## config.mk

```make
export PLATFORM = sky130hd
export DESIGN_NAME = wdt_guard
export DESIGN_NICKNAME = d
export VERILOG_FILES = /design/src/logic/wdt_guard_pkg.sv /design/src/logic/wdt_event_if.sv /design/src/logic/wdt_reset_unit.sv /design/src/logic/wdt_counter.sv /design/src/logic/wdt_guard.sv
export VERILOG_INCLUDE_DIRS = /design/src /design/src/logic
export SDC_FILE = /design/constraint.sdc
export NUM_CORES = 1
export LEC_CHECK = 0
export ABC_AREA = 1
export BUFFER_PORTS_ARGS = -buffer_cell sky130_fd_sc_hd__buf_2
export CELL_PAD_IN_SITES_DETAIL_PLACEMENT = 0
export CELL_PAD_IN_SITES_GLOBAL_PLACEMENT = 1
export CORE_ASPECT_RATIO = 1.5
export CORE_MARGIN = 10
export CORE_UTILIZATION = 39
export CTS_CLUSTER_DIAMETER = 40
export CTS_CLUSTER_SIZE = 14
export DETAILED_ROUTE_END_ITERATION = 8
export HOLD_SLACK_MARGIN = 0.06
export PLACE_DENSITY = 0.9
export SYNTH_ARGS = -nofsm -noshare
export SYNTH_HDL_FRONTEND = slang
export SYNTH_SLANG_ARGS = --single-unit
```

## constraint.sdc

```tcl
create_clock -name aclk -period 2.1 [get_ports aclk]
set_input_delay 0.105 -clock aclk [delete_from_list [all_inputs] [get_ports aclk]]
set_output_delay 0.105 -clock aclk [all_outputs]
set_load 0.03 [all_outputs]
```

## src/logic/wdt_guard_defs.svh

```systemverilog
// register offsets, field positions, keys and timing counts of the watchdog guard
// assumes inclusion by bare name from the package and the modules
`ifndef WDT_GUARD_DEFS_SVH
`define WDT_GUARD_DEFS_SVH

// register byte offsets
`define MODE_OFF 8'h00
`define KEY_OFF 8'h04
`define ACCESS_OFF 8'h08
`define STATUS_OFF 8'h0C
`define MASK_OFF 8'h10
`define COUNT_OFF 8'h14
`define CTRL_OFF 8'h18

// mode register fields
`define MODE_PATTERN 3'h3
`define MODE_STOP_BIT 4
`define MODE_RESET 8'h67

// clear key and read-back value
`define CLEAR_KEY 8'hAC
`define KEY_READBACK 8'h9A

// access-kind field: written before a mode or key write
`define ACC_BITOP_BIT 0

// status / mask bit positions
`define ST_SECOND_WRITE 0
`define ST_BAD_KEY 1
`define ST_BITOP 2
`define ST_OVERFLOW 3
`define ST_WIDTH 4

// control register bit positions
`define CTRL_SRC_RUN_BIT 0
`define CTRL_OSC_STOPPABLE_BIT 1

// counter
`define CNT_WIDTH 16
`define PRESCALE_DIV 16'h0010

// internal reset pulse length in cycles
`define RESET_PULSE_LEN 4'h4

// unmapped read value
`define UNMAPPED_DATA 32'h0000_0000

`endif

```

## src/logic/wdt_guard_pkg.sv

```systemverilog
// types shared by the watchdog guard modules
// assumes the defs header is on the include path
package wdt_guard_pkg;
    `include "wdt_guard_defs.svh"

    typedef enum logic [1:0] {
        MODE_FRESH = 2'b00,
        MODE_LOCKED = 2'b01
    } mode_lock_e;

    typedef enum logic [1:0] {
        RST_IDLE = 2'b00,
        RST_PENDING = 2'b01,
        RST_FIRE = 2'b10
    } rst_state_e;

    typedef logic [`ST_WIDTH-1:0] status_t;
endpackage

```

## src/logic/wdt_event_if.sv

```systemverilog
// carries illegal-access and overflow events from the guard to the reset unit
// assumes a single clock shared by both ends
`timescale 1ns/1ps
interface wdt_event_if;
    logic bad_access;
    logic overflow;
    logic src_running;
    logic reset_out;
    logic pending;

    modport guard (output bad_access, output overflow, output src_running,
        input reset_out, input pending);
    modport unit (input bad_access, input overflow, input src_running,
        output reset_out, output pending);
endinterface

```

## src/logic/wdt_reset_unit.sv

```systemverilog
// internal reset generator: holds a request while the source clock stands still
// assumes events arrive as one-cycle pulses on aclk
`timescale 1ns/1ps
`include "wdt_guard_defs.svh"
module wdt_reset_unit
    import wdt_guard_pkg::*;
(
    input wire logic aclk, // system clock
    input wire logic aresetn, // synchronous reset, active low
    wdt_event_if.unit ev // events in, reset out
);
    rst_state_e state_q, state_d;
    logic [3:0] len_q, len_d;
    wire logic request = ev.bad_access | ev.overflow;

    // ----------------------------------------
    // next state
    // ----------------------------------------
    always_comb begin
        state_d = state_q;
        len_d = len_q;
        case (state_q)
            RST_IDLE: begin
                if (request) begin
                    // a stopped source clock defers the reset, it never drops it
                    if (ev.src_running) begin // RL7
                        state_d = RST_FIRE;
                        len_d = `RESET_PULSE_LEN;
                    end else begin
                        state_d = RST_PENDING; // RL7
                    end
                end
            end
            RST_PENDING: begin
                if (ev.src_running) begin // RL7
                    state_d = RST_FIRE;
                    len_d = `RESET_PULSE_LEN;
                end
            end
            RST_FIRE: begin
                len_d = len_q - 4'h1;
                if (len_q == 4'h1) begin
                    state_d = RST_IDLE;
                end
            end
            default: begin
                state_d = RST_IDLE;
            end
        endcase
    end

    always_ff @(posedge aclk) begin
        if (!aresetn) begin
            state_q <= RST_IDLE;
            len_q <= 4'h0;
        end else begin
            state_q <= state_d;
            len_q <= len_d;
        end
    end

    assign ev.reset_out = (state_q == RST_FIRE);
    assign ev.pending = (state_q == RST_PENDING);
endmodule

```

## src/logic/wdt_counter.sv

```systemverilog
// watchdog counter with prescaler, clear and permanent stop
// assumes the guard supplies one-cycle clear and stop pulses
`timescale 1ns/1ps
`include "wdt_guard_defs.svh"
module wdt_counter
    import wdt_guard_pkg::*;
(
    input wire logic aclk, // system clock
    input wire logic aresetn, // synchronous reset, active low
    input wire logic src_running, // watchdog source clock is running
    input wire logic clear, // clear pulse
    input wire logic halt, // permanent stop pulse
    output logic [`CNT_WIDTH-1:0] count, // counter value
    output logic overflow // one-cycle overflow pulse
);
    logic [15:0] div_q;
    logic [`CNT_WIDTH-1:0] cnt_q;
    logic halted_q;
    logic ovf_q;
    wire logic tick = src_running && !halted_q && (div_q == `PRESCALE_DIV - 16'h1);
    wire logic wrap = tick && (cnt_q == {`CNT_WIDTH{1'b1}});

    always_ff @(posedge aclk) begin
        if (!aresetn) begin
            div_q <= 16'h0000;
            cnt_q <= '0;
            halted_q <= 1'b0;
            ovf_q <= 1'b0;
        end else begin
            // only a reset undoes a halt, so clearing the stop bit later has no effect
            if (halt) halted_q <= 1'b1; // RL9
            ovf_q <= wrap; // RL15
            if (clear) begin
                cnt_q <= '0; // RL14
                div_q <= 16'h0000;
            end else if (src_running && !halted_q) begin
                div_q <= tick ? 16'h0000 : div_q + 16'h1;
                if (tick) cnt_q <= cnt_q + `CNT_WIDTH'(1);
            end
        end
    end

    assign count = cnt_q;
    assign overflow = ovf_q;
endmodule

```

## src/logic/wdt_guard.sv

```systemverilog
// watchdog write-protection guard with AXI4-Lite register slave
// assumes one 100 MHz clock; the CPU bus wait shows as a late write response, and reset requests leave as a port
//
// Operation
// RL1: mode register write adds one wait cycle
// RL2: software avoids mode writes on subsystem clock
// RL3: software writes 0,1,1 into bits 7..5
// RL4: non-stoppable option forces top bits pattern
// RL5: one byte-wide mode write after reset
// RL6: second mode write raises internal reset
// RL7: reset waits while source clock stopped
// RL8: bit-manipulation writes never configure mode
// RL9: stop bit halts watchdog for good
// RL10: clearing stop bit raises no reset; here that write is a second mode write and raises one (RL6)
// RL11: wrong clear key raises internal reset
// RL12: bit-manipulation key access raises reset
// RL13: key register reads back 9AH
// RL14: correct key clears counter, no reset
// RL15: counter overflow raises internal reset
//
// Added by the designer: the AXI4-Lite register port and the register offsets.
`timescale 1ns/1ps
`include "wdt_guard_defs.svh"
module wdt_guard
    import wdt_guard_pkg::*;
(
    input wire logic aclk, // system clock
    input wire logic aresetn, // synchronous reset, active low
    input wire logic [7:0] s_axi_awaddr, // write address
    input wire logic s_axi_awvalid, // write address valid
    output logic s_axi_awready, // write address ready
    input wire logic [31:0] s_axi_wdata, // write data
    input wire logic [3:0] s_axi_wstrb, // write byte strobes
    input wire logic s_axi_wvalid, // write data valid
    output logic s_axi_wready, // write data ready
    output logic [1:0] s_axi_bresp, // write response
    output logic s_axi_bvalid, // write response valid
    input wire logic s_axi_bready, // write response ready
    input wire logic [7:0] s_axi_araddr, // read address
    input wire logic s_axi_arvalid, // read address valid
    output logic s_axi_arready, // read address ready
    output logic [31:0] s_axi_rdata, // read data
    output logic [1:0] s_axi_rresp, // read response
    output logic s_axi_rvalid, // read response valid
    input wire logic s_axi_rready, // read response ready
    output logic irq, // level interrupt
    output logic internal_reset // internal reset request, active high
);
    // ----------------------------------------
    // state
    // ----------------------------------------
    logic aw_q, w_q;
    logic [7:0] awaddr_q;
    logic [31:0] wdata_q;
    logic [3:0] wstrb_q;
    logic wait_q;
    logic bvalid_q;
    logic rvalid_q;
    logic [31:0] rdata_q;
    logic [7:0] mode_q;
    mode_lock_e lock_q;
    logic bitop_q;
    status_t status_q, mask_q;
    logic src_run_q, stoppable_q;
    logic clear_p, halt_p, bad_p;
    logic [`CNT_WIDTH-1:0] count;
    logic ovf;

    wdt_event_if ev ();

    // ----------------------------------------
    // decode
    // ----------------------------------------
    function automatic logic is_off(input logic [7:0] a, input logic [7:0] off);
        return a == off;
    endfunction

    wire logic have_both = aw_q && w_q && !bvalid_q;
    wire logic is_mode = is_off(awaddr_q, `MODE_OFF);
    // a mode write stalls for one extra cycle before it is committed
    wire logic commit = have_both && (!is_mode || wait_q); // RL1
    wire logic byte_ok = wstrb_q[0] && !bitop_q;
    wire logic wr_mode = commit && is_mode;
    wire logic wr_key = commit && is_off(awaddr_q, `KEY_OFF);
    wire logic wr_acc = commit && is_off(awaddr_q, `ACCESS_OFF);
    wire logic wr_stat = commit && is_off(awaddr_q, `STATUS_OFF);
    wire logic wr_mask = commit && is_off(awaddr_q, `MASK_OFF);
    wire logic wr_ctrl = commit && is_off(awaddr_q, `CTRL_OFF);
    wire logic wr_known = is_mode || is_off(awaddr_q, `KEY_OFF) || is_off(awaddr_q, `ACCESS_OFF)
        || is_off(awaddr_q, `STATUS_OFF) || is_off(awaddr_q, `MASK_OFF)
        || is_off(awaddr_q, `COUNT_OFF) || is_off(awaddr_q, `CTRL_OFF);

    wire logic mode_second = wr_mode && (lock_q == MODE_LOCKED); // RL6
    wire logic mode_first = wr_mode && (lock_q == MODE_FRESH) && byte_ok; // RL5 RL8
    wire logic key_bitop = wr_key && !byte_ok; // RL12
    wire logic key_bad = wr_key && byte_ok && (wdata_q[7:0] != `CLEAR_KEY); // RL11
    wire logic key_good = wr_key && byte_ok && (wdata_q[7:0] == `CLEAR_KEY); // RL14

    // the fixed pattern is forced only when the oscillator cannot be stopped
    wire logic [7:0] mode_new = stoppable_q ? wdata_q[7:0]
        : {`MODE_PATTERN, wdata_q[4:0]}; // RL4
    wire logic stop_req = stoppable_q && mode_new[`MODE_STOP_BIT]; // RL9

    status_t ev_set;
    assign ev_set[`ST_SECOND_WRITE] = mode_second;
    assign ev_set[`ST_BAD_KEY] = key_bad;
    assign ev_set[`ST_BITOP] = key_bitop;
    assign ev_set[`ST_OVERFLOW] = ovf;

    // ----------------------------------------
    // write channel
    // ----------------------------------------
    assign s_axi_awready = !aw_q;
    assign s_axi_wready = !w_q;

    always_ff @(posedge aclk) begin
        if (!aresetn) begin
            aw_q <= 1'b0;
            w_q <= 1'b0;
            awaddr_q <= 8'h00;
            wdata_q <= 32'h0000_0000;
            wstrb_q <= 4'h0;
            wait_q <= 1'b0;
            bvalid_q <= 1'b0;
            s_axi_bresp <= 2'b00;
        end else begin
            if (s_axi_awvalid && s_axi_awready) begin
                aw_q <= 1'b1;
                awaddr_q <= {s_axi_awaddr[7:2], 2'b00};
            end
            if (s_axi_wvalid && s_axi_wready) begin
                w_q <= 1'b1;
                wdata_q <= s_axi_wdata;
                wstrb_q <= s_axi_wstrb;
            end
            wait_q <= have_both && is_mode && !wait_q; // RL1
            if (commit) begin
                aw_q <= 1'b0;
                w_q <= 1'b0;
                bvalid_q <= 1'b1;
                s_axi_bresp <= wr_known ? 2'b00 : 2'b10;
            end else if (bvalid_q && s_axi_bready) begin
                bvalid_q <= 1'b0;
            end
        end
    end
    assign s_axi_bvalid = bvalid_q;

    // ----------------------------------------
    // registers
    // ----------------------------------------
    always_ff @(posedge aclk) begin
        if (!aresetn) begin
            mode_q <= `MODE_RESET;
            lock_q <= MODE_FRESH;
            bitop_q <= 1'b0;
            status_q <= '0;
            mask_q <= '0;
            src_run_q <= 1'b1;
            stoppable_q <= 1'b0;
        end else begin
            if (wr_mode) lock_q <= MODE_LOCKED; // RL5
            if (mode_first) mode_q <= mode_new; // RL5 RL8
            // a later write that clears the stop bit never reaches the counter
            if (wr_acc) bitop_q <= wdata_q[`ACC_BITOP_BIT];
            else if (wr_mode || wr_key) bitop_q <= 1'b0;
            if (wr_mask) mask_q <= wdata_q[`ST_WIDTH-1:0];
            if (wr_ctrl) begin
                src_run_q <= wdata_q[`CTRL_SRC_RUN_BIT];
                stoppable_q <= wdata_q[`CTRL_OSC_STOPPABLE_BIT];
            end
            // set wins over a write-one clear in the same cycle
            status_q <= (status_q & ~(wr_stat ? wdata_q[`ST_WIDTH-1:0] : '0)) | ev_set;
        end
    end

    assign clear_p = key_good; // RL14
    assign halt_p = mode_first && stop_req; // RL9 RL10
    assign bad_p = mode_second || key_bad || key_bitop; // RL6 RL11 RL12

    // ----------------------------------------
    // counter and reset unit
    // ----------------------------------------
    wdt_counter wdt_counter_inst (
        .aclk(aclk),
        .aresetn(aresetn),
        .src_running(src_run_q),
        .clear(clear_p),
        .halt(halt_p),
        .count(count),
        .overflow(ovf)
    );

    assign ev.bad_access = bad_p;
    assign ev.overflow = ovf; // RL15
    assign ev.src_running = src_run_q; // RL7

    wdt_reset_unit wdt_reset_unit_inst (
        .aclk(aclk),
        .aresetn(aresetn),
        .ev(ev.unit)
    );

    assign internal_reset = ev.reset_out;
    assign irq = |(status_q & mask_q);

    // ----------------------------------------
    // read channel
    // ----------------------------------------
    logic [31:0] rmux;
    wire logic [7:0] ra = {s_axi_araddr[7:2], 2'b00};
    always_comb begin
        case (ra)
            `MODE_OFF: rmux = {24'h000000, mode_q};
            `KEY_OFF: rmux = {24'h000000, `KEY_READBACK}; // RL13
            `ACCESS_OFF: rmux = {31'h0000_0000, bitop_q};
            `STATUS_OFF: rmux = {28'h0000000, status_q};
            `MASK_OFF: rmux = {28'h0000000, mask_q};
            `COUNT_OFF: rmux = {16'h0000, count};
            `CTRL_OFF: rmux = {29'h0000_0000, ev.pending, stoppable_q, src_run_q};
            default: rmux = `UNMAPPED_DATA;
        endcase
    end
    wire logic rd_known = (ra <= `CTRL_OFF);

    assign s_axi_arready = !rvalid_q;
    always_ff @(posedge aclk) begin
        if (!aresetn) begin
            rvalid_q <= 1'b0;
            rdata_q <= 32'h0000_0000;
            s_axi_rresp <= 2'b00;
        end else if (s_axi_arvalid && s_axi_arready) begin
            rvalid_q <= 1'b1;
            rdata_q <= rmux;
            s_axi_rresp <= rd_known ? 2'b00 : 2'b10;
        end else if (rvalid_q && s_axi_rready) begin
            rvalid_q <= 1'b0;
        end
    end
    assign s_axi_rvalid = rvalid_q;
    assign s_axi_rdata = rdata_q;
endmodule

```

==> summary.md <==
| Metric | Value |
|---|---|
| Final slew viol count | `0` |
| Setup tns final | `0 ns` |
| H-tree depth | `3` |
| Setup CP Type | `reg -> reg` |
| CP endpoint kind | `flop` |
| Status | `finished, final reports clean` |
| Max IR drop VDD | `0.3863 mV` |
| Synth cell types | `47` |
| DIE WIDTH | `110.8 um` |
| CTS Sinks | `98` |
| Final Hold Fails | `0` |
| Area delta synth->final | `17.68%` |
| RSZ-0062 raised after global routing | `no` |
| GRT overflow | `0` |
| Ant. Diodes | `0` |
| Final Net Count | `800` |
| Number of flops mapped to enable cells by yosys | `0` |
| Row count | `49` |
| Initial Util | `0.3989` |
| Delay-heaviest family, CP | `simple AND/OR/NAND/NOR gates` |
| Inst Count DP | `861` |
| Most frequent CP cell | `nand3_2` |
| Vias in the first global route | `4377` |
| Fillers | `1216` |
| Detailed-route via count | `4400` |
| DP HPWL | `9411 um` |
| Bufs on Longest Clock Path | `2` |
| Synth top area share | `0.4072` |
| Worst path cell trace | `ha_1, nand2_1, inv_1, nand2_2, inv_2, nand3_4, nor2_2, nand3_2, nor2_4, nand3_2, nor3_2` |
| Worst-path clk slew | `0.07 ns` |
| Most common cell in the netlist | `nand2_1` |
| Area contributors post-synth | `dfxtp_1 41%, nand2_1 9.9%, a21oi_1 7.2%` |
| Layout Cells excl Fill | `895` |
| WL/cell | `13.67 um` |
| Slew of the pin with the lowest slew margin | `0.6474 ns` |
| Max_slew headroom | `0.5644` |
| Total Wirelength | `12230 um` |
| Pwr Total | `4.056 mW` |
| Clk_lat worst skew | `0.35 ns` |
| Post-route setup slack | `0.2906 ns` |
| Die Y | `156.1 um` |
| Core ar. | `0.01208 mm2` |
| Post-CTS sizing | `0` |
| Starting DRT DRC Count | `203` |
| I/O pins | `102` |
| Max-cap violations | `0` |
| Pre-antenna DRT Iters | `4` |
| Pin count of the biggest net entering global routing | `23` |
| DRC | `0` |
| Ys Warns | `0` |
| Ys flop type | `dfxtp_1` |
| Seq cells post-synth | `98` |
| RD Place Congestion | `0.9105` |
| Die area | `0.01729 mm2` |
| I/O Buffers | `52` |
| Antenna viol nets, final | `0` |
| Largest area contributor in the netlist | `dfxtp_1` |
| Number of instances on the worst hold path | `3` |
| Global-route wire length before repair | `20200 um` |
| Setup crit start kind | `flop` |
| Cells after synthesis | `666` |
| Clock skew | `0.007823 ns` |
| Netlist Area Pre-Place | `0.004818 mm2` |
| Final core occ | `0.4695` |
| Critical Path RT | `2.37 ns` |
| CTS tree | `built` |
| Global Route Usage Sum | `0.1397` |
| Tmin final | `1.809 ns` |
| Commonest cells post-synth | `127 x nand2_1, 98 x dfxtp_1, 89 x inv_1` |
| CP max-delay cell | `dfxtp_1` |
| Share of layout cells above drive strength 1 | `0.1577` |
| Worst Path Arrival | `2.08 ns` |
| Root buf cell | `clkbuf_16` |
| Async set or reset register ratio after synthesis | `0` |
| Fin crit share | `0.8616` |
| Post-synthesis area per instance | `7.235 um2` |
| Antenna violations before repair | `0` |
| CTS Buf Count | `9` |
| Final setup violation count | `0` |
| WP buf/inv | `2` |
| Critical Path Stages | `11` |
| P_leak | `2.393 nW` |
| Power per cell area | `715.3 mW/mm2` |
| Vias per cell | `4.916` |
| CTS Hold Bufs | `18` |
| Pre-CTS WS | `0.3047 ns` |
| Peak fanout along the critical path | `9` |
| FF-to-FF path depth | `11` |
| Largest stage delay on the critical path | `0.39 ns` |
| # Post-CTS Setup Buffers | `0` |
| Post-synthesis sequential area ratio | `0.4072` |
| Worst min path class | `in -> reg` |
| Max frequency | `0.5527 GHz` |
## worst min-delay path: cells and delay by family
family | cells | cell delay, ns
buffers and inverters | 1 | 0.07
AOI/OAI and AO/OA | 1 | 0.17
and+or+nand+nor | 1 | 0.03
## cells in the final DEF, fill, tap and decap left out, types with 7 or more instances in the layout
| cell type | count |
|---|---|
| nand2_1 | 127 |
| dfxtp_1 | 98 |
| inv_1 | 89 |
| a21oi_1 | 69 |
| nor2_1 | 54 |
| buf_2 | 52 |
| o21ai_0 | 39 |
| nand3_1 | 32 |
| nor3_1 | 19 |
| conb_1 | 18 |
| dlygate4sd3_1 | 18 |
| nand4_1 | 16 |
| xor2_1 | 11 |
| clkbuf_16 | 9 |
| inv_2 | 7 |
| nor2_2 | 7 |
| buf_4 | 7 |
## where the power goes
| group | leakage [nW] | switching (mW) | internal, mW | total (mW) |
|---|---|---|---|---|
| clock network | 0.152 | 0.729 | 0.958 | 1.69 |
| logic | 1.45 | 0.278 | 0.137 | 0.415 |
| registers | 0.795 | 0.0415 | 1.91 | 1.95 |
| total | 2.39 | 1.05 | 3.01 | 4.06 |
## path summary, 6_finish.rpt
| check | end | slack [ns] | startpoint |
|---|---|---|---|
| setup / recovery | wdt_counter_inst.overflow | 0.29 | wdt_counter_inst.div_q[0] |
| hold reg to reg | s_axi_rdata[11] | 0.46 | s_axi_rdata[11] |
| setup reg to reg | wdt_counter_inst.overflow | 0.29 | wdt_counter_inst.div_q[0] |
| hold / removal | s_axi_rvalid | 0.08 | s_axi_rready |
## logic make-up after synthesis
family	after synthesis	share of synthesized area
compound gates	133	0.1522
fa+ha+maj	4	0.01039
flops	98	0.4072
xor+xnor	12	0.02181
other cells	1	0.0007783
simple gates	286	0.2862
buf+inv	132	0.1215
## sequential cells by signal, indices dropped and copies added, names as in the netlist, 2 cells and up
register / cells
s_axi_rdata: 16
wdt_counter_inst.count: 16
wdt_counter_inst.div_q: 16
mode_q: 8
wdata_q: 8
awaddr_q: 6
mask_q: 4
status_q: 4
wdt_reset_unit_inst.len_q: 4
wdt_reset_unit_inst.state_q: 2
## stage by stage
| stage | hold slack [ns] | instance area [um2] |
|---|---|---|
| detailed placement | 0.3674 | 5185 |
| CTS | 0.06843 | 5670 |
| global placement | 0.3580 | 5185 |
| floorplan | 0.2399 | 4882 |
| finish | 0.07654 | 5670 |
| global route | 0.07437 | 5670 |
## routing by layer
metal	up-vias	GRT usage	wire [um]
li1	2282	-	-
met1	2024	0.1338	4761
met2	70	0.2756	6766
met3	24	0.02771	354
met4	0	0.06654	351
met5	-	0	0
## final cells by class
cell class	count	area, um2	area share
inverters	97	364.1	0.06421
repair buffers	78	513.0	0.09047
clock buffers	10	239.0	0.04214
multi-input cells	453	2335	0.4117
well taps	153	191.4	0.03376
clock inverters	6	66.31	0.01169
flip-flops and latches	98	1962	0.3460
(Power assumes the default switching activity.)
